==> config.mk <==
export PLATFORM = sky130hd
export DESIGN_NAME = board_parallel_port_glue
export DESIGN_NICKNAME = d
export VERILOG_FILES = /design/src/logic/ppio_pkg.sv /design/src/logic/board_parallel_port_glue.sv
export SDC_FILE = /design/constraint.sdc
export NUM_CORES = 1
export LEC_CHECK = 0
export BUFFER_PORTS_ARGS = -buffer_cell sky130_fd_sc_hd__buf_2
export CORE_MARGIN = 1.5
export CORE_UTILIZATION = 46
export DETAILED_ROUTE_END_ITERATION = 16
export HOLD_SLACK_MARGIN = 0.15
export PLACE_DENSITY_LB_ADDON = 0.08
export SYNTH_ARGS = -nofsm -noshare
export SYNTH_HDL_FRONTEND = slang
export SYNTH_SLANG_ARGS = --single-unit
==> constraint.sdc <==
create_clock -name pclk -period 2.01 [get_ports pclk]
set_input_delay 0.201 -clock pclk [delete_from_list [all_inputs] [get_ports pclk]]
set_output_delay 0.201 -clock pclk [all_outputs]
set_load 0.01 [all_outputs]
==> src/logic/ppio_pkg.sv <==
/*
 Shared constants and carriers for the board parallel port glue.
 Assumes a 32-bit APB master and a single 40 MHz clock.
*/
package ppio_pkg;

    // ------------------------------------------------------------
    // Register offsets (byte addresses)
    // ------------------------------------------------------------
    localparam logic [7:0] OFF_PORT_A    = 8'h00;
    localparam logic [7:0] OFF_PORT_B    = 8'h04;
    localparam logic [7:0] OFF_PORT_C    = 8'h08;
    localparam logic [7:0] OFF_MODE      = 8'h0C;
    localparam logic [7:0] OFF_ROUTE     = 8'h10;
    localparam logic [7:0] OFF_IRQ_STAT  = 8'h14;
    localparam logic [7:0] OFF_IRQ_MASK  = 8'h18;
    localparam logic [7:0] OFF_PIN_STATE = 8'h1C;

    // ------------------------------------------------------------
    // Mode word fields
    // ------------------------------------------------------------
    localparam int MODE_A_OUT  = 0;
    localparam int MODE_B_OUT  = 1;
    localparam int MODE_C_LOUT = 2;
    localparam int MODE_C_HOUT = 3;
    localparam int MODE_A_BIDI = 4;
    localparam int MODE_W      = 5;

    // Route word fields
    localparam int RT_DIR_LSB  = 0;
    localparam int RT_EN_LSB   = 2;
    localparam int RT_PB1_LSB  = 4;
    localparam int RT_PB7_LSB  = 6;
    localparam int RT_LOCK     = 8;
    localparam int RT_PPI_EXT  = 9;
    localparam int RT_LED_EXT  = 10;
    localparam int RT_OC_SITE  = 11;
    localparam int RT_W        = 12;

    // Source selects for port A direction and enable
    localparam logic [1:0] SRC_STRAP = 2'h0;
    localparam logic [1:0] SRC_PORTC = 2'h1;
    localparam logic [1:0] SRC_SITE  = 2'h2;

    // Port B bit 1 / 7 source selects
    localparam logic [1:0] PB_CONN  = 2'h0;
    localparam logic [1:0] PB_PORTC = 2'h1;
    localparam logic [1:0] PB_SITE  = 2'h2;

    // Port C bit positions with board functions
    localparam int PC_NONVOLATILE_STORE_ENABLE_N = 6;
    localparam int PC_LOCK = 5;
    localparam int PC_EN   = 4;
    localparam int PC_DIR  = 7;
    localparam int PC_PPI  = 3;

    // Interrupt status bits
    localparam int IRQ_PPI  = 0;
    localparam int IRQ_SITE = 1;
    localparam int IRQ_W    = 2;

    // Reset values
    localparam logic [7:0]        RST_PORT  = 8'h00;
    localparam logic [MODE_W-1:0] RST_MODE  = 5'h00;
    localparam logic [RT_W-1:0]   RST_ROUTE = 12'h000;

    // ------------------------------------------------------------
    // Carriers
    // ------------------------------------------------------------
    typedef struct packed {
        logic [7:0] a;
        logic [7:0] b;
        logic [7:0] c;
    } port_bytes_t;

    typedef struct packed {
        logic [7:0] b_ovr;
        logic [7:0] oc_ctl;
        logic       dir;
        logic       en;
        logic       irq;
        logic       drq_n;
    } site_io_t;

    typedef struct packed {
        port_bytes_t         latch;
        logic [MODE_W-1:0]   mode;
        logic [RT_W-1:0]     route;
        logic [IRQ_W-1:0]    stat;
        logic [IRQ_W-1:0]    mask;
        logic [IRQ_W-1:0]    src_prev;
        logic [31:0]         prdata;
    } state_t;

endpackage : ppio_pkg
==> src/logic/board_parallel_port_glue.sv <==
/*
 Board parallel port glue: three 8-bit ports, transceiver control,
 board control lines, two interrupt sources, DMA request and LED.
 Assumes an APB master on pclk, all pins synchronous to pclk.
*/
`timescale 1ns/1ps
module board_parallel_port_glue (
    // Clock and reset
    input  wire logic                 pclk,
    input  wire logic                 presetn,
    // APB slave
    input  wire logic                 psel,
    input  wire logic                 penable,
    input  wire logic                 pwrite,
    input  wire logic [7:0]           paddr,
    input  wire logic [31:0]          pwdata,
    output logic                      pready,
    output logic [31:0]               prdata,
    output logic                      pslverr,
    // Connector port pins (oe low drives)
    input  wire ppio_pkg::port_bytes_t pin_in,
    output ppio_pkg::port_bytes_t     pin_out,
    output ppio_pkg::port_bytes_t     pin_oe_n,
    output logic                      xcvr_dir_in,
    output logic                      xcvr_en_n,
    // Board straps and external signals
    input  wire logic                 dir_strap_fitted,
    input  wire logic [7:0]           cfg_strap_n,
    input  wire logic                 ext_irq,
    input  wire logic                 ext_led,
    // Programmable logic sites
    input  wire ppio_pkg::site_io_t   site,
    output logic [3:0]                site2_view_b,
    // Board control outputs
    output logic                      bus_lock_force_n,
    output logic                      nonvolatile_store_enable_n,
    output logic                      parallel_port_irq,
    output logic                      logic_site_irq,
    output logic                      logic_site_dma_req_n,
    output logic                      led_on,
    output logic                      irq
);

    // ------------------------------------------------------------
    // State
    // ------------------------------------------------------------
    ppio_pkg::state_t s_q;
    ppio_pkg::state_t s_d;

    logic                      wr_en;
    logic                      rd_en;
    logic                      addr_ok;
    logic                      a_is_out;
    logic [7:0]                b_seen;
    logic [7:0]                c_seen;
    logic [ppio_pkg::IRQ_W-1:0] src_now;
    logic [ppio_pkg::IRQ_W-1:0] rise;

    // Offset decode for pslverr only, on reads and writes alike
    function automatic logic mapped(input logic [7:0] a);
        mapped = (a == ppio_pkg::OFF_PORT_A)   ||
                 (a == ppio_pkg::OFF_PORT_B)   ||
                 (a == ppio_pkg::OFF_PORT_C)   ||
                 (a == ppio_pkg::OFF_MODE)     ||
                 (a == ppio_pkg::OFF_ROUTE)    ||
                 (a == ppio_pkg::OFF_IRQ_STAT) ||
                 (a == ppio_pkg::OFF_IRQ_MASK) ||
                 (a == ppio_pkg::OFF_PIN_STATE);
    endfunction

    // Three-way source select
    function automatic logic pick3(input logic [1:0] sel,
                                   input logic       v0,
                                   input logic       v1,
                                   input logic       v2);
        unique case (sel)
            2'h1:    pick3 = v1;
            2'h2:    pick3 = v2;
            default: pick3 = v0;
        endcase
    endfunction

    // ------------------------------------------------------------
    // APB handshake
    // ------------------------------------------------------------
    assign addr_ok = mapped(paddr);
    assign wr_en   = psel && penable && pwrite;
    assign rd_en   = psel && !penable && !pwrite;
    assign pready  = 1'b1;
    assign pslverr = psel && penable && !addr_ok;
    assign prdata  = s_q.prdata;

    // ------------------------------------------------------------
    // Port A transceiver
    // ------------------------------------------------------------
    // Strap fitted drives xcvr_dir_in high: input mode
    assign xcvr_dir_in = pick3(s_q.route[ppio_pkg::RT_DIR_LSB +: 2],
                               dir_strap_fitted,
                               !s_q.latch.c[ppio_pkg::PC_DIR],
                               site.dir);
    assign xcvr_en_n = pick3(s_q.route[ppio_pkg::RT_EN_LSB +: 2],
                             1'b0,
                             s_q.latch.c[ppio_pkg::PC_EN],
                             site.en);
    // Bidirectional mode lets the transceiver pick; else mode bit gated by transceiver direction
    assign a_is_out = s_q.mode[ppio_pkg::MODE_A_BIDI] ?
                      !xcvr_dir_in :
                      s_q.mode[ppio_pkg::MODE_A_OUT] && !xcvr_dir_in;
    assign pin_out.a  = s_q.latch.a;
    assign pin_oe_n.a = {8{!(a_is_out && !xcvr_en_n)}};

    // ------------------------------------------------------------
    // Port B with rerouted bits
    // ------------------------------------------------------------
    always_comb begin
        b_seen    = pin_in.b & cfg_strap_n;
        b_seen[1] = pick3(s_q.route[ppio_pkg::RT_PB1_LSB +: 2],
                          pin_in.b[1] & cfg_strap_n[1],
                          s_q.latch.c[0],
                          site.b_ovr[1]);
        b_seen[7] = pick3(s_q.route[ppio_pkg::RT_PB7_LSB +: 2],
                          pin_in.b[7] & cfg_strap_n[7],
                          s_q.latch.c[1],
                          site.b_ovr[7]);
    end
    // Weak output: the connector load must respect the low drive
    assign pin_out.b  = s_q.latch.b;
    assign pin_oe_n.b = {8{!s_q.mode[ppio_pkg::MODE_B_OUT]}};
    assign site2_view_b = {b_seen[7], b_seen[6], b_seen[5],
                           b_seen[1]};

    // ------------------------------------------------------------
    // Port C: open-collector low nibble, board high nibble
    // ------------------------------------------------------------
    always_comb begin
        c_seen = s_q.latch.c;
        c_seen[3:0] = pin_in.c[3:0];
    end
    // Open-collector: only a low is driven, a high floats
    genvar g;
    generate
        for (g = 0; g < 4; g++) begin : g_oc
            logic lvl;
            assign lvl = s_q.route[ppio_pkg::RT_OC_SITE] ?
                         site.oc_ctl[g] : s_q.latch.c[g];
            assign pin_out.c[g]  = 1'b0;
            assign pin_oe_n.c[g] =
                !(s_q.mode[ppio_pkg::MODE_C_LOUT] && !lvl);
        end
        for (g = 4; g < 8; g++) begin : g_hi
            assign pin_out.c[g]  = 1'b0;
            assign pin_oe_n.c[g] = 1'b1;
        end
    endgenerate

    // ------------------------------------------------------------
    // Board control lines
    // ------------------------------------------------------------
    assign bus_lock_force_n = s_q.route[ppio_pkg::RT_LOCK] ?
                              s_q.latch.c[ppio_pkg::PC_LOCK] :
                              b_seen[7];
    // Store stays disabled until software claims the high nibble
    assign nonvolatile_store_enable_n =
        s_q.latch.c[ppio_pkg::PC_NONVOLATILE_STORE_ENABLE_N] ||
        !s_q.mode[ppio_pkg::MODE_C_HOUT];
    // LED lit while the control bit is low, so lit from reset
    assign led_on = s_q.route[ppio_pkg::RT_LED_EXT] ?
                    ext_led : !s_q.latch.c[ppio_pkg::PC_EN];
    assign parallel_port_irq = s_q.route[ppio_pkg::RT_PPI_EXT] ?
                               ext_irq :
                               s_q.latch.c[ppio_pkg::PC_PPI];
    assign logic_site_irq       = site.irq;
    assign logic_site_dma_req_n = site.drq_n;

    // ------------------------------------------------------------
    // Interrupt status
    // ------------------------------------------------------------
    assign src_now = {logic_site_irq, parallel_port_irq};
    assign rise    = src_now & ~s_q.src_prev;
    assign irq     = |(s_q.stat & s_q.mask);

    // ------------------------------------------------------------
    // Next state
    // ------------------------------------------------------------
    always_comb begin
        s_d = s_q;
        s_d.src_prev = src_now;
        if (wr_en) begin
            unique case (paddr)
                ppio_pkg::OFF_PORT_A: s_d.latch.a = pwdata[7:0];
                ppio_pkg::OFF_PORT_B: s_d.latch.b = pwdata[7:0];
                ppio_pkg::OFF_PORT_C: s_d.latch.c = pwdata[7:0];
                ppio_pkg::OFF_MODE: begin
                    // A mode word clears every latch
                    s_d.mode  = pwdata[ppio_pkg::MODE_W-1:0];
                    s_d.latch = '0;
                end
                ppio_pkg::OFF_ROUTE:
                    s_d.route = pwdata[ppio_pkg::RT_W-1:0];
                ppio_pkg::OFF_IRQ_STAT:
                    s_d.stat = s_q.stat & ~pwdata[ppio_pkg::IRQ_W-1:0];
                ppio_pkg::OFF_IRQ_MASK:
                    s_d.mask = pwdata[ppio_pkg::IRQ_W-1:0];
                default: ;
            endcase
        end
        // Set wins over a clear in the same cycle
        s_d.stat = s_d.stat | rise;
        if (rd_en) begin
            unique case (paddr)
                ppio_pkg::OFF_PORT_A:
                    s_d.prdata = {24'h0, a_is_out ? s_q.latch.a
                                                  : pin_in.a};
                ppio_pkg::OFF_PORT_B:
                    s_d.prdata = {24'h0, b_seen};
                ppio_pkg::OFF_PORT_C:
                    s_d.prdata = {24'h0, c_seen};
                ppio_pkg::OFF_MODE:
                    s_d.prdata = {27'h0, s_q.mode};
                ppio_pkg::OFF_ROUTE:
                    s_d.prdata = {20'h0, s_q.route};
                ppio_pkg::OFF_IRQ_STAT:
                    s_d.prdata = {30'h0, s_q.stat};
                ppio_pkg::OFF_IRQ_MASK:
                    s_d.prdata = {30'h0, s_q.mask};
                ppio_pkg::OFF_PIN_STATE:
                    s_d.prdata = {26'h0, xcvr_dir_in, xcvr_en_n,
                                  bus_lock_force_n, led_on,
                                  logic_site_dma_req_n, irq};
                default:
                    s_d.prdata = 32'h0;
            endcase
        end
    end

    always_ff @(posedge pclk or negedge presetn) begin
        if (!presetn) begin
            s_q <= '0;
        end else begin
            s_q <= s_d;
        end
    end
endmodule // board_parallel_port_glue

Word-level counts from Yosys, hierarchy flattened. Cells that the tools add are included.

$mul: 0. Multiplexer cells: 20. Equal/unequal tests: 15. $add $sub $neg: 0. Shifts and indexed selects: 0. Div/mod/pow operators: 0. Reductions and logical operators: 48. Magnitude comparators: 0. Bitwise gates (word level): 9.

Operator list (number): one-hot mux 12 bit (8 select lines) (1); one-hot mux 8 bit (2 select lines) (3); equality test 8 x 5 -> 1 bit (second input constant) (4); zero test 1 bit (18); equality test 8 x 4 -> 1 bit (second input constant) (2); AND reduction 2 bit (6); logical AND 1 bit (11); equality test 2 x 1 -> 1 bit (second input constant) (4); equality test 2 bit (second input constant) (4); equality test 8 x 3 -> 1 bit (second input constant) (1); zero test 8 bit (1); logical OR 1 bit (8); two-way mux 1 bit (8); two-way mux 8 bit (1); one-hot mux 1 bit (2 select lines) (4); AND 7 bit (1); AND 2 bit (3); nonzero test 2 bit (3); two-way mux 2 bit (2); two-way mux 4 bit (1); NOT 2 bit (2); AND 1 bit (2); bitwise OR 2 bit (1); OR reduction 2 bit (1).

Output and inout port bits: 95. Memories: 0. Latch bits: 0. RAM bits: 0. Flip-flop bits (word level): 79. Word-level logic and storage cells: 101. Memory bits (read-only): 0.

Depth between registers and ports, before layout.
Depth after elaboration: 10. Mapped depth: 8.

Worst setup path after synthesis. Ideal clock, no wire load.

Kind: reg2out. Start point: reg s_q[38] in the netlist's numbering. End point: out pin_oe_n[17] in the netlist's numbering. Path buffers: 1. Required time: 1809 ps. Stages on the path, launching flop included: 8. Slack: 39 ps. Arrival time: 1770 ps. Cell sequence: dfrtp_1 inv_1 ha_1 nor2b_1 a31o_2 inv_1 or3_1 buf_4.

RTL lines: start: declaration (line board_parallel_port_glue.sv:47) `ppio_pkg::state_t s_q;`; start signal: assignment (line board_parallel_port_glue.sv:238) `s_q <= '0;`; start signal: assignment (line board_parallel_port_glue.sv:240) `s_q <= s_d;`; end: declaration (line board_parallel_port_glue.sv:23) `output ppio_pkg::port_bytes_t pin_oe_n,`.

==> metrics.md <==
| Metric | Value |
|---|---|
| Power per cell area | 605 nW/um2 |
| Last weighted congestion value of the routability-driven placer | 0.920 |
| Area share of xor/xnor cells in the synthesized design | 0 |
| Most used flip-flop cell after synthesis | sky130_fd_sc_hd__dfrtp_1 |
| Setup repair after global routing missed its margin | yes |
| Number of flops mapped to enable cells by yosys | 0 |
| Cell Chain, Critical Path | buf_4 -> ha_2 -> nand2b_1 -> a31o_4 -> inv_4 -> or3_4 -> buf_6 |
| Cell Area, Synth | 3860 um2 |
| Sequential share of the synthesized area | 0.383 |
| Status | finished with violations |
| Slowest library cell on the worst path | sky130_fd_sc_hd__or3_4 |
| Post-synthesis share of cell area spent on and, or, nand and nor gates | 0.155 |
| Average vias per placed instance | 5.38 |
| Count of clock tree sinks | 59 |
| CTS H-tree depth | 3 |
| Adder and majority gate portion of the synthesized area | 0.0260 |
| Async set-or-reset flop fraction in the synthesized netlist | 1.00 |
| Via count of the first global-routing pass | 3,085 |
| Compound-cell area share of the yosys netlist | 0.168 |
| Reg2Reg Launch Point | s_q[38] |
| Cell types occupying the most area after synthesis | sky130_fd_sc_hd__dfrtp_1 38%, sky130_fd_sc_hd__buf_4 15%, sky130_fd_sc_hd__mux2_2 5.8% |
| Clock latency reported for the late side of the worst-skew pair | 0.34 ns |
| Number of core rows | 33 |
| Synthesized area per cell | 9.71 um2 |
| Antenna-violating nets left | 0 |
| Antenna violations before repair | 0 |
| Utilization of the core after routing | 0.571 |
| Kind of cell adding the most delay to the critical path | simple AND/OR/NAND/NOR gates |
| Cell type with the highest aggregate area in the netlist | sky130_fd_sc_hd__dfrtp_1 |
| Floorplan die area | 8940 um2 |
| Internal reg-to-reg setup slack | 0.09 ns |
| Dominant combinational cell family by area after synthesis | buffers and inverters |
| Core Area | 8180 um2 |
| Setup Viol. Count Final | 8 |
| Total congestion overflow | 0 |
| Worst hold-check path type | in2reg |
| Final HPWL DP | 7870 um |
| Detailed-router iteration count before antenna repair | 5 |
| Unique masters post-synth | 62 |
| Cell total after placement | 583 |
| Post-synthesis mux area share | 0.0766 |
| Count of cells along the worst register-to-register path | 10 |
| Fraction of layout cells with a size suffix above 1 | 0.415 |
| Total number of vias | 3,295 |
| Final clock period utilization by the worst path | 1.07 |
| Peak supply drop | 0.409 mV |
| Combined area of the multi-input logic cells | 1820 um2 |
| Critical path depth in cells | 7 |
| Layout fillers | 762 |
| Maximum frequency from static timing analysis | 464 MHz |
| Static Leak | 2.31 nW |
| Portion of synthesized cell area occupied by the leading cell type | 0.383 |
| Clock root cell | sky130_fd_sc_hd__clkbuf_8 |
| Required arrival time at the worst endpoint | 1.81 ns |
| Max stage delay on crit path | 0.45 ns |
| Clock buffers created by TritonCTS | 9 |
| Crit start category | register |
| Transition time at the pin with the least slew margin | 0.550 ns |
| Max FO, Critical Path | 8 |
| Flip-flop and latch count after synthesis | 59 |
| CTS clk-pin slew, worst paths | 0.07 ns |
| Seq. cell area | 1480 um2 |
| Worst Clk Skew | 0.00734 ns |
| End point of the critical path | pin_oe_n[20] |
| Port-buffer cells | 127 |
| Critical path type | reg2out |
| Top-Level Pins | 195 |
| Yosys Warn Count | 0 |
| Layout net count | 611 |
| Wire length of the first global-routing pass | 16,400 um |
| Overall Global Routing Usage | 0.246 |
| Max-Cap Viols | 0 |
| Post-route minimum period | 2.15 ns |
| Number of antenna cells inserted | 0 |
| WP buf/inv | 3 |
| Wire length per cell | 17.2 um |
| Max clock buf depth | 2 |
| Starting density of the core | 0.472 |
| Worst setup path startpoint | s_q[38] |
| Final routed wirelength across all metal layers | 10,500 um |
| Vertical die dimension | 94.6 um |
| Count of mapped cells out of synthesis | 397 |
| Synth-to-layout area growth | 21.1% |
| CTS tree | yes |
| Crit path setup slack, layout | -0.143 ns |
| Worst slew margin relative to its limit | 0.632 |
| Violations in the final reports | negative setup slack |
| Kind of end point of the critical path | output pin |
| Max-slew violation count | 0 |
| Hold Vio Cnt, Final | 0 |
| Fin cells | 613 |
| 1st-iter DRT viols | 180 |
| Destination of the worst register-to-register timing path | prdata[0] |
| Signal arrival time at the worst endpoint | 1.95 ns |
| Pin count of the biggest net entering global routing | 60 |
| DRC violations left | 0 |
| Chip width | 94.6 um |
[flip-flops by register name, indices dropped and copies added (netlist names)]
name and count:
s_q 27, pin_out 16, prdata 12, c_seen 4
[cells by family after synthesis]
family,after synthesis
compound gates,85
fa+ha+maj,8
buf+inv,109
flops,59
mux,27
other cells,2
simple gates,107
[Yosys cell counts, types with 3 or more instances]
| cell | n |
|---|---|
| sky130_fd_sc_hd__a31oi_1 | 4 |
| sky130_fd_sc_hd__nand2_1 | 47 |
| sky130_fd_sc_hd__a22o_1 | 5 |
| sky130_fd_sc_hd__a22oi_1 | 7 |
| sky130_fd_sc_hd__mux2_2 | 20 |
| sky130_fd_sc_hd__nand3b_1 | 3 |
| sky130_fd_sc_hd__dfrtp_1 | 59 |
| sky130_fd_sc_hd__o21ai_2 | 3 |
| sky130_fd_sc_hd__buf_2 | 5 |
| sky130_fd_sc_hd__inv_1 | 15 |
| sky130_fd_sc_hd__nand3_1 | 11 |
| sky130_fd_sc_hd__a32o_1 | 17 |
| sky130_fd_sc_hd__o21ai_1 | 4 |
| sky130_fd_sc_hd__clkbuf_1 | 7 |
| sky130_fd_sc_hd__ha_1 | 8 |
| sky130_fd_sc_hd__nand2b_1 | 3 |
| sky130_fd_sc_hd__nor2_1 | 10 |
| sky130_fd_sc_hd__o21ai_0 | 11 |
| sky130_fd_sc_hd__or3_1 | 4 |
| sky130_fd_sc_hd__mux2i_1 | 7 |
| sky130_fd_sc_hd__buf_4 | 79 |
| sky130_fd_sc_hd__a21oi_1 | 9 |
| sky130_fd_sc_hd__o211ai_1 | 6 |
[layout make-up]
| type | count | area share |
|---|---|---|
| clock buffers | 12 | 0.0332 |
| clock inverters | 4 | 0.0155 |
| inverters | 15 | 0.0126 |
| multi-input cells | 260 | 0.389 |
| flip-flops and latches | 59 | 0.316 |
| well taps | 105 | 0.0281 |
| repair buffers | 158 | 0.205 |
[what timing repair did]
action                                 in CTS  in global routing
pin swaps                                   1                  6
endpoints found under the hold margin      65                  1
resized for setup                           5                 17
hold buffers                                6                  1
setup buffers                               5                  4
cloned                                      0                  0
setup endpoints to repair                  10                 14
[layer usage]
metal  vias up  global-route usage  share of wire
met4         0              0.0659          0.020
met3        23              0.0596          0.076
met5         -                   0              0
li1       1533                   -              -
met2       146               0.385           0.47
met1      1593               0.339           0.43
[per-stage QoR]
| stage | hold slack (ns) | area [um2] | total power (W) | TNS [ns] | worst slack [ns] |
|---|---|---|---|---|---|
| 3_3_place_gp | 0.232 | 4210 | 0.00156 | 0 | 0.0156 |
| 5_1_grt | 0.154 | 4670 | 0.00294 | -1.75 | -0.220 |
| 2_1_floorplan | -0.0946 | 3970 | 0.00146 | 0 | 0.0386 |
| 3_5_place_dp | 0.235 | 4210 | 0.00157 | -0.104 | -0.0124 |
| 6_report | 0.155 | 4670 | 0.00282 | -1.14 | -0.143 |
| 4_1_cts | 0.151 | 4560 | 0.00282 | -1.07 | -0.134 |
[worst register-to-register path, stage by stage (launching register included)]
cell	delay, ns
sky130_fd_sc_hd__dfrtp_1	0.41
sky130_fd_sc_hd__inv_2	0.08
sky130_fd_sc_hd__ha_4	0.19
sky130_fd_sc_hd__nor2b_4	0.12
sky130_fd_sc_hd__a31o_4	0.22
sky130_fd_sc_hd__inv_4	0.07
sky130_fd_sc_hd__buf_4	0.13
sky130_fd_sc_hd__buf_6	0.11
sky130_fd_sc_hd__o21ai_0	0.08
sky130_fd_sc_hd__a211oi_1	0.31
sky130_fd_sc_hd__a221o_1	0.15
[cells in the final DEF (no fill, tap or decap), types with 4 or more instances in the layout]
master / netlist / layout
sky130_fd_sc_hd__nand2_1: 47 / 46
sky130_fd_sc_hd__inv_1: 15 / 13
sky130_fd_sc_hd__a22oi_1: 7 / 6
sky130_fd_sc_hd__o211ai_1: 6 / 6
sky130_fd_sc_hd__buf_6: 2 / 10
sky130_fd_sc_hd__dlygate4sd3_1: 0 / 7
sky130_fd_sc_hd__buf_4: 79 / 22
sky130_fd_sc_hd__nor2_1: 10 / 10
sky130_fd_sc_hd__a31oi_1: 4 / 4
sky130_fd_sc_hd__o21ai_0: 11 / 11
sky130_fd_sc_hd__conb_1: 2 / 33
sky130_fd_sc_hd__nand3_1: 11 / 11
sky130_fd_sc_hd__buf_2: 5 / 118
sky130_fd_sc_hd__dfrtp_1: 59 / 59
sky130_fd_sc_hd__clkbuf_8: 0 / 11
sky130_fd_sc_hd__mux2_2: 20 / 20
sky130_fd_sc_hd__mux2i_1: 7 / 7
sky130_fd_sc_hd__a32o_1: 17 / 17
sky130_fd_sc_hd__a21oi_1: 9 / 9
sky130_fd_sc_hd__a22o_1: 5 / 5
sky130_fd_sc_hd__o21ai_1: 4 / 4
sky130_fd_sc_hd__ha_1: 8 / 6
[worst min path at each step]
| stage | end | start | cells after the start |
|---|---|---|---|
| CTS | pin_out[15] | pwdata[7] | 3 |
| floorplan | c_seen[4] | presetn | 0 |
| global route | pin_out[14] | pwdata[6] | 3 |
| finish | pin_out[14] | pwdata[6] | 3 |
| global placement | pin_out[13] | presetn | 2 |
| detailed placement | pin_out[10] | presetn | 2 |
[report_power, final]
group / switching, W / internal [W] / leakage (nW)
Combinational: 0.000197 / 0.000144 / 1.38
Clock: 0.000487 / 0.000764 / 0.113
Sequential: 0.0000203 / 0.00121 / 0.813
Total: 0.000704 / 0.00212 / 2.31
Power figures use the tool's default switching activity.
